## src/logic/irq_params.svh

```systemverilog
// Register offsets, field positions, reset values and timing counts of the interrupt aggregator.
`ifndef IRQ_PARAMS_SVH
`define IRQ_PARAMS_SVH

// ==========================================================================
// Register map
// ==========================================================================
`define GRP_STRIDE 8'h03
`define GRP_STATUS_OFS 8'h00
`define GRP_MASK_OFS 8'h01
`define GRP_LEVEL_OFS 8'h02
`define GROUP4_RISE_SELECT_ADDR 8'h0c
`define GROUP4_FALL_SELECT_ADDR 8'h0d
`define IRQ_CTRL_ADDR 8'h0e
`define OSC_THERMAL_CONFIG_ADDR 8'h0f
`define SECONDARY_EVENT_CONFIG_ADDR 8'h10
`define LONG_HOLD_DELAY_ADDR 8'h11

// ==========================================================================
// Fields
// ==========================================================================
`define CTRL_POLARITY_HIGH_BIT 0
`define CTRL_CLEAR_ON_WRITE_BIT 1
`define CTRL_PENDING_EN_BIT 2
`define OSC_MASK_IN_SLEEP_BIT 0
`define SEC_FIRST_SUPPLY_SELECT_BIT 0
`define G1_SUPPLY_MON_BIT 6
`define G1_DIE_OVERTEMP_BIT 5
`define G1_POWER_DOWN_BIT 4
`define G1_LONG_HOLD_BIT 2
`define G1_POWER_BUTTON_BIT 1
`define G2_REG_SHORT_BIT 6
`define G2_FIRST_SUPPLY_BIT 5
`define G2_RESET_IN_BIT 4
`define G2_WATCHDOG_BIT 2

// ==========================================================================
// Reset values and fixed edge selections
// ==========================================================================
`define MASK_RESET 8'h00
`define RISE_SELECT_RESET 8'hff
`define FALL_SELECT_RESET 8'h00
`define CTRL_RESET 3'h0
`define OSC_THERMAL_CONFIG_RESET 1'b0
`define SECONDARY_EVENT_CONFIG_RESET 1'b1
`define LONG_HOLD_DELAY_RESET 8'h08
`define G1_RISE_EDGES 8'h70
`define G1_FALL_EDGES 8'h72
`define G2_RISE_EDGES 8'h74
`define G3_RISE_EDGES 8'hff

// ==========================================================================
// Timing
// ==========================================================================
`define REF_CLK_MHZ 25
`define LONG_HOLD_UNIT_US 1000
`define LONG_HOLD_UNIT_CYCLES (`LONG_HOLD_UNIT_US * `REF_CLK_MHZ)

`endif

```

## src/logic/irq_pkg.sv

```systemverilog
// Types shared by the interrupt aggregator and its edge detector.
package irq_pkg;

	typedef enum logic [2:0] {
		PWR_OFF = 3'b001,
		PWR_SLEEP = 3'b010,
		PWR_ACTIVE = 3'b100
	} pwr_state_e;

	typedef struct packed {
		logic [31:0] meta;
		logic [31:0] level;
		logic [31:0] prev;
	} edges_state_s;

	typedef struct packed {
		logic [3:0][7:0] status;
		logic [3:0][7:0] pending;
		logic [3:0][7:0] mask;
		logic [7:0] rise_sel;
		logic [7:0] fall_sel;
		logic [2:0] ctrl;
		logic osc_cfg;
		logic sec_cfg;
		logic [7:0] hold_delay;
		logic [15:0] tick_cnt;
		logic [7:0] hold_units;
		logic hold_fired;
		logic [7:0] last_addr;
		logic last_valid;
		logic [7:0] rdata;
		logic line_active;
		logic int_pin;
		logic on_req;
	} irq_state_s;

endpackage : irq_pkg

```

## src/logic/source_edges.sv

```systemverilog
// Two-stage capture of all source lines with single-cycle rising and falling pulses.
module source_edges (
	input wire logic ref_clk,
	input wire logic srst,
	input wire logic [31:0] lines,
	output logic [31:0] level,
	output logic [31:0] rise,
	output logic [31:0] fall
);

	irq_pkg::edges_state_s q;
	irq_pkg::edges_state_s d;

	// The first stage only feeds the second, so edges are taken from settled copies.
	always_comb begin
		d = q;
		d.meta = lines;
		d.level = q.meta;
		d.prev = q.level;
	end

	always_ff @(posedge ref_clk) begin
		if (srst) begin
			q <= '0;
		end else begin
			q <= d;
		end
	end

	assign level = q.level;
	// One pulse per qualifying edge, however long the new level lasts.
	assign rise = q.level & ~q.prev;
	assign fall = ~q.level & q.prev;

endmodule : source_edges

```

## src/logic/irq_aggregator.sv

```systemverilog
// Interrupt aggregator: four event groups, status clearing, pending storage and host interrupt pin.
`include "irq_params.svh"

module irq_aggregator #(
	parameter int LONG_HOLD_UNIT_CYCLES = `LONG_HOLD_UNIT_CYCLES
) (
	input wire logic ref_clk,
	input wire logic srst,
	input wire irq_pkg::pwr_state_e power_state,
	input wire logic supply_voltage_monitor,
	input wire logic die_overtemp,
	input wire logic power_down_pin,
	input wire logic power_button_n,
	input wire logic regulator_short,
	input wire logic first_supply_detect,
	input wire logic reset_in_pin,
	input wire logic watchdog_expiry,
	input wire logic [7:0] group3_src,
	input wire logic [7:0] group4_src,
	input wire logic [7:0] reg_addr,
	input wire logic reg_wr_en,
	input wire logic reg_rd_en,
	input wire logic [7:0] reg_wdata,
	output logic [7:0] reg_rdata,
	output logic host_int,
	output logic sleep_hold,
	output logic on_request
);

	// ==========================================================================
	// Source capture
	// ==========================================================================
	logic [31:0] lines;
	logic [31:0] level;
	logic [31:0] rise;
	logic [31:0] fall;

	assign lines = {group4_src, group3_src,
		1'b0, regulator_short, first_supply_detect, reset_in_pin, 1'b0, watchdog_expiry, 2'b00,
		1'b0, supply_voltage_monitor, die_overtemp, power_down_pin, 1'b0, power_button_n, power_button_n, 1'b0};

	source_edges edges_u (
		.ref_clk(ref_clk),
		.srst(srst),
		.lines(lines),
		.level(level),
		.rise(rise),
		.fall(fall)
	);

	// ==========================================================================
	// State
	// ==========================================================================
	irq_pkg::irq_state_s q;
	irq_pkg::irq_state_s d;

	logic [31:0] rise_sel_all;
	logic [31:0] fall_sel_all;
	logic [3:0][7:0] detected;
	logic [3:0][7:0] events;
	logic [3:0][7:0] clr;
	logic [3:0][7:0] st_c;
	logic [3:0][7:0] pd_c;
	logic in_run;
	logic clear_ok;
	logic hold_tick;
	logic button_low;
	logic long_hold_pulse;
	logic press_pulse;
	logic any_latched;
	logic on_capable;
	logic pin_allowed;

	// Fixed edges for groups one to three, software choice for group four.
	assign rise_sel_all = {q.rise_sel, `G3_RISE_EDGES, `G2_RISE_EDGES, `G1_RISE_EDGES};
	assign fall_sel_all = {q.fall_sel, 8'h00, 8'h00, `G1_FALL_EDGES};

	assign in_run = (power_state == irq_pkg::PWR_ACTIVE) || (power_state == irq_pkg::PWR_SLEEP);
	assign button_low = ~level[`G1_POWER_BUTTON_BIT];
	assign hold_tick = (32'(q.tick_cnt) == LONG_HOLD_UNIT_CYCLES - 1);
	assign long_hold_pulse = hold_tick && button_low && !q.hold_fired && (q.hold_units == q.hold_delay);
	assign press_pulse = fall[`G1_POWER_BUTTON_BIT] && in_run;

	// A clearing access right after an access to the same register has no effect.
	assign clear_ok = !(q.last_valid && (q.last_addr == reg_addr));

	// ==========================================================================
	// Event qualification
	// ==========================================================================
	always_comb begin
		detected = (rise & rise_sel_all) | (fall & fall_sel_all);
		detected[0][`G1_LONG_HOLD_BIT] = long_hold_pulse;
		detected[0][`G1_POWER_BUTTON_BIT] = press_pulse;
		detected[0][`G1_DIE_OVERTEMP_BIT] = detected[0][`G1_DIE_OVERTEMP_BIT] && in_run;
		detected[1][`G2_FIRST_SUPPLY_BIT] = detected[1][`G2_FIRST_SUPPLY_BIT] && q.sec_cfg;
		// A masked source is still detected, but nothing is latched or kept.
		events = detected & ~q.mask;
	end

	// ==========================================================================
	// Status, pending and clearing
	// ==========================================================================
	always_comb begin
		for (int g = 0; g < 4; g++) begin
			clr[g] = 8'h00;
			if (reg_addr == 8'(g * 3) + `GRP_STATUS_OFS && clear_ok) begin
				if (reg_rd_en && !q.ctrl[`CTRL_CLEAR_ON_WRITE_BIT]) begin
					clr[g] = 8'hff;
				end else if (reg_wr_en && q.ctrl[`CTRL_CLEAR_ON_WRITE_BIT]) begin
					clr[g] = reg_wdata;
				end
			end
			// A cleared bit with a stored repeat takes that repeat as its new event.
			st_c[g] = (q.status[g] & ~clr[g]) | (q.pending[g] & clr[g]);
			pd_c[g] = q.pending[g] & ~clr[g];
		end
	end

	assign any_latched = |(q.status & ~q.mask);
	assign on_capable = |(q.status[1][6:5] & ~q.mask[1][6:5]) | |(q.status[2] & ~q.mask[2])
		| |(q.status[3] & ~q.mask[3]);
	assign pin_allowed = !((power_state == irq_pkg::PWR_SLEEP) && q.osc_cfg);

	always_comb begin
		d = q;

		// Events are applied after the clear, so an event in the clearing cycle survives.
		for (int g = 0; g < 4; g++) begin
			d.status[g] = st_c[g] | events[g];
			if (q.ctrl[`CTRL_PENDING_EN_BIT] && q.line_active) begin
				d.pending[g] = pd_c[g] | (events[g] & st_c[g]);
			end else begin
				d.pending[g] = pd_c[g];
			end
			if (reg_wr_en && reg_addr == 8'(g * 3) + `GRP_MASK_OFS) begin
				d.mask[g] = reg_wdata;
			end
		end

		if (reg_wr_en) begin
			unique case (reg_addr)
				`GROUP4_RISE_SELECT_ADDR: d.rise_sel = reg_wdata;
				`GROUP4_FALL_SELECT_ADDR: d.fall_sel = reg_wdata;
				`IRQ_CTRL_ADDR: d.ctrl = reg_wdata[2:0];
				`OSC_THERMAL_CONFIG_ADDR: d.osc_cfg = reg_wdata[`OSC_MASK_IN_SLEEP_BIT];
				`SECONDARY_EVENT_CONFIG_ADDR: d.sec_cfg = reg_wdata[`SEC_FIRST_SUPPLY_SELECT_BIT];
				`LONG_HOLD_DELAY_ADDR: d.hold_delay = reg_wdata;
				default: d.rise_sel = q.rise_sel;
			endcase
		end

		// Read data reflects the value before any clear caused by the same read.
		if (reg_rd_en) begin
			d.rdata = 8'h00;
			for (int g = 0; g < 4; g++) begin
				if (reg_addr == 8'(g * 3) + `GRP_STATUS_OFS) begin
					d.rdata = q.status[g];
				end
				if (reg_addr == 8'(g * 3) + `GRP_MASK_OFS) begin
					d.rdata = q.mask[g];
				end
				if (reg_addr == 8'(g * 3) + `GRP_LEVEL_OFS) begin
					d.rdata = level[g * 8 +: 8];
				end
			end
			unique case (reg_addr)
				`GROUP4_RISE_SELECT_ADDR: d.rdata = q.rise_sel;
				`GROUP4_FALL_SELECT_ADDR: d.rdata = q.fall_sel;
				`IRQ_CTRL_ADDR: d.rdata = {5'h00, q.ctrl};
				`OSC_THERMAL_CONFIG_ADDR: d.rdata = {7'h00, q.osc_cfg};
				`SECONDARY_EVENT_CONFIG_ADDR: d.rdata = {7'h00, q.sec_cfg};
				`LONG_HOLD_DELAY_ADDR: d.rdata = q.hold_delay;
				default: d.rdata = d.rdata;
			endcase
		end

		if (reg_rd_en || reg_wr_en) begin
			d.last_addr = reg_addr;
			d.last_valid = 1'b1;
		end

		// ======================================================================
		// Long-hold timing
		// ======================================================================
		// The unit divider free-runs; the first unit may be short by up to one unit.
		d.tick_cnt = hold_tick ? 16'h0000 : q.tick_cnt + 16'h0001;
		if (!button_low) begin
			d.hold_units = 8'h00;
			d.hold_fired = 1'b0;
		end else if (hold_tick) begin
			if (long_hold_pulse) begin
				d.hold_fired = 1'b1;
			end else if (!q.hold_fired) begin
				d.hold_units = q.hold_units + 8'h01;
			end
		end

		// ======================================================================
		// Outputs
		// ======================================================================
		// Masked bits that stay latched are not counted, so masking quiets the pin.
		d.line_active = |(d.status & ~d.mask);
		d.int_pin = (d.line_active && pin_allowed) ~^ q.ctrl[`CTRL_POLARITY_HIGH_BIT];
		// Any unmasked latched event in any group asks for power-on, as does a button press in the active or sleep state.
		d.on_req = on_capable || any_latched || press_pulse;
	end

	always_ff @(posedge ref_clk) begin
		if (srst) begin
			q <= '0;
			q.mask <= {4{`MASK_RESET}};
			q.rise_sel <= `RISE_SELECT_RESET;
			q.fall_sel <= `FALL_SELECT_RESET;
			q.ctrl <= `CTRL_RESET;
			q.osc_cfg <= `OSC_THERMAL_CONFIG_RESET;
			q.sec_cfg <= `SECONDARY_EVENT_CONFIG_RESET;
			q.hold_delay <= `LONG_HOLD_DELAY_RESET;
			q.int_pin <= 1'b1;
		end else begin
			q <= d;
		end
	end

	assign reg_rdata = q.rdata;
	assign host_int = q.int_pin;
	// The sequencer must not enter sleep while any unmasked event stays latched.
	assign sleep_hold = q.line_active;
	assign on_request = q.on_req;

endmodule : irq_aggregator

```

## config.mk

```make
export PLATFORM = sky130hd
export DESIGN_NAME = irq_aggregator
export DESIGN_NICKNAME = d
export VERILOG_FILES = /design/src/logic/irq_pkg.sv /design/src/logic/source_edges.sv /design/src/logic/irq_aggregator.sv
export VERILOG_INCLUDE_DIRS = /design/src /design/src/logic
export SDC_FILE = /design/constraint.sdc
export NUM_CORES = 1
export LEC_CHECK = 0
export ABC_AREA = 1
export BUFFER_PORTS_ARGS = -buffer_cell sky130_fd_sc_hd__buf_2
export CORE_UTILIZATION = 50
export CTS_CLUSTER_SIZE = 25
export DETAILED_ROUTE_END_ITERATION = 8
export HOLD_SLACK_MARGIN = 0.08
export PLACE_DENSITY = 0.67
export SLEW_MARGIN = 5
export SYNTH_ARGS = -nofsm -noshare
export SYNTH_HDL_FRONTEND = slang
export SYNTH_SLANG_ARGS = --single-unit
```

## constraint.sdc

```tcl
create_clock -name ref_clk -period 3.05 [get_ports ref_clk]
set_input_delay 0.61 -clock ref_clk [delete_from_list [all_inputs] [get_ports ref_clk]]
set_output_delay 0.61 -clock ref_clk [all_outputs]
set_load 0.02 [all_outputs]
```

==> impl_metrics.tcl <==
set metrics [dict create \
    grt_pass1_vias 9657 \
    r2r_slack_ns 0.42 \
    drtIter0Drc 1044 \
    cts.hold.buffers_added 0 \
    area_delta_synth_final_pct 15.4 \
    cp_max_fo 8 \
    postCtsResizedCells 0 \
    first_pass_iters 6 \
    io_buffers 57 \
    layout-drive-gt1-share_pct 10.3 \
    max-cap-violations 0 \
    drc 0 \
    cts_buffers 27 \
    finalNetCount 1750 \
    synth.distinct_cells 39 \
    vias 10839 \
    n_antenna_cell 0 \
    r2r_start "q[56]" \
    min_from "group4_src[7]" \
    cts_tree "done" \
    dieArea_mm2 0.0227 \
    synthTopCellsByCount "nand2_1 (336), inv_1 (272), dfxtp_1 (242)" \
    synth_warnings 0 \
    ys_seq_elements 242 \
    htree_levels 1 \
    yosysTopAreaCell "dfxtp_1" \
    initial_core_util_pct 51.7 \
    worstHoldPathCells 3 \
    track_usage_pct 30.4 \
    synthCells 1613 \
    min_to "edges_u.d[63]" \
    skew_ns 0.0130 \
    worst_hold_path_type "in2reg" \
    postSynthAreaPerCell_um2 6.84 \
    clk_latency_ns 0.54 \
    worstSetupEndpointType "register" \
    vias_per_cell 5.44 \
    cts_buffer_depth 3 \
    synth.yosys.seq_area_share_pct 43.9 \
    grt_pass1_wl_mm 52.5 \
    reg2reg_depth 12 \
    ir_drop_mv 0.416 \
    clk_pin_slew_ns 0.06 \
    rsz0062_at_grt "no" \
    crit_arrival_ns 3.05 \
    fmax_mhz 380 \
    required_ns 3.47 \
    status "finished, final reports clean" \
    dp_slack_ns 0.120 \
    slew_headroom_pct 45.9 \
    setup_ws_ns 0.421 \
    fin_tns_setup_ns 0 \
    crit_type "reg2reg" \
    routed_wl_mm 33.6 \
    gp_congestion 1.02 \
    powerDensity_mw_per_mm2 535 \
    worst_pin_slew_ns 0.805 \
    drt-wirelength-per-cell_um 16.9 \
    synth_top_area_share_pct 43.9 \
    cts_root_buf "clkbuf_16" \
    drv_slew 0 \
    worstSetupStartpointType "register" \
    die_h_um 151 \
    post-route-period-util_pct 86.2 \
    cts_setup_buffers 0 \
    finalHoldViolCount 0 \
    whs_ns 0.271 \
    synth-main-ff-cell "dfxtp_1" \
    die_x_um 151 \
    synth_most_common_cell "nand2_1" \
    netlist_area_mm2 0.0110 \
    async_reset_ff_share_pct 0 \
    leakage_nw 5.87 \
    grt_max_degree 119 \
    synth_area_leaders "dfxtp_1 (44%), nand2_1 (11%), inv_1 (9.2%)" \
    cts.sinks 242 \
    fin_crit_ns 2.63 \
    io_pins 58 \
    core_mm2 0.0214 \
    synth_edf_count 0 \
    hpwl_mm 24.7 \
    antenna_found_initial 1 \
    setup_viol 0 \
    mappedNetlistNets 1662 \
    r2r_end "host_int" \
    antenna_left 0 \
    grt_overflow 0 \
    rows 53 \
    fillerInstances 2053 \
]
-- power breakdown --
part | switching (W) | internal (W) | leakage [nW]
clock | 0.00129 | 0.00174 | 0.405
combinational | 0.000342 | 0.000161 | 3.49
sequential | 0.0000425 | 0.00324 | 1.97
total | 0.00167 | 0.00514 | 5.87
-- cell families after synthesis --
| family | count (synthesis) | share of synthesized area, % |
|---|---|---|
| AOI/OAI and AO/OA | 249 | 12.6 |
| buffers and inverters | 338 | 12.0 |
| xor gates and xnor gates | 5 | 0.397 |
| and+or+nand+nor | 777 | 30.9 |
| DFF | 242 | 43.9 |
| adders and majority gates | 2 | 0.227 |
-- per-stage QoR --
step           std cells  cell area [µm²]  power [W]  util, %
2_1_floorplan       1613            11000    0.00362        -
3_3_place_gp        1947            11900    0.00383     55.8
3_5_place_dp        1947            11900    0.00384     55.8
4_1_cts             1993            12700    0.00685     59.6
5_1_grt             1993            12700    0.00704     59.6
6_report            1993            12700    0.00681     59.6
-- final cells by class --
class	count	area (µm²)	area share, %
clock inverters	7	38.8	0.305
clock buffers	39	771	6.05
repair buffers	114	803	6.31
well taps	275	344	2.70
multi-input cells	1033	4870	38.2
flip-flops and latches	242	4840	38.0
inverters	283	1060	8.34
-- how the worst max path moves through the flow --
stage	start	end	slack, ns	cells after the start
after floorplan	reg_addr[7]	host_int	0.68	17
after global placement	reg_wr_en	host_int	0.15	13
after detailed placement	reg_addr[0]	host_int	0.12	16
after CTS	q[56]	host_int	0.55	12
after global routing	reg_addr[7]	host_int	0.27	16
final	q[56]	host_int	0.42	12
-- registers in the layout, summed over array words and instances, names as in the netlist --
signal and cells:
q 151, edges_u.d 24, edges_u.level 24, edges_u.q 24, fall_sel_all 8, reg_rdata 8
host_int 1, on_request 1, sleep_hold 1
-- cells in the final DEF (no fill, tap or decap), types with 8 or more instances in the layout --
cell	instances
nor4_1	10
a21oi_1	94
o21ai_0	81
buf_4	51
buf_2	56
clkbuf_16	27
o31ai_1	8
o22ai_1	25
nand2_1	336
o21ai_1	10
nand3b_1	9
o211ai_1	9
inv_1	272
nand4_1	59
nand3_1	118
dfxtp_1	242
nor3_1	31
nor2_1	192
-- routing by layer --
layer	share of wire (%)	vias up	track usage [%]
met1	44	4890	42.6
met5	0.036	-	0
met2	43	487	46.7
li1	-	5366	-
met3	9.1	94	4.15
met4	4.1	2	12.7
-- critical path, cell delays in order (launching register included) --
cell     delay [ns]
dfxtp_1        0.35
nand2_1        0.22
o21ai_1        0.71
buf_4          0.25
nand4_1        0.13
nand3_1        0.11
nand2_1        0.05
nor2_1         0.16
nand3_1        0.13
nor2_1         0.15
nand2_1        0.09
nand3_1        0.08
nand3_1        0.08
(Power assumes the default switching activity.)
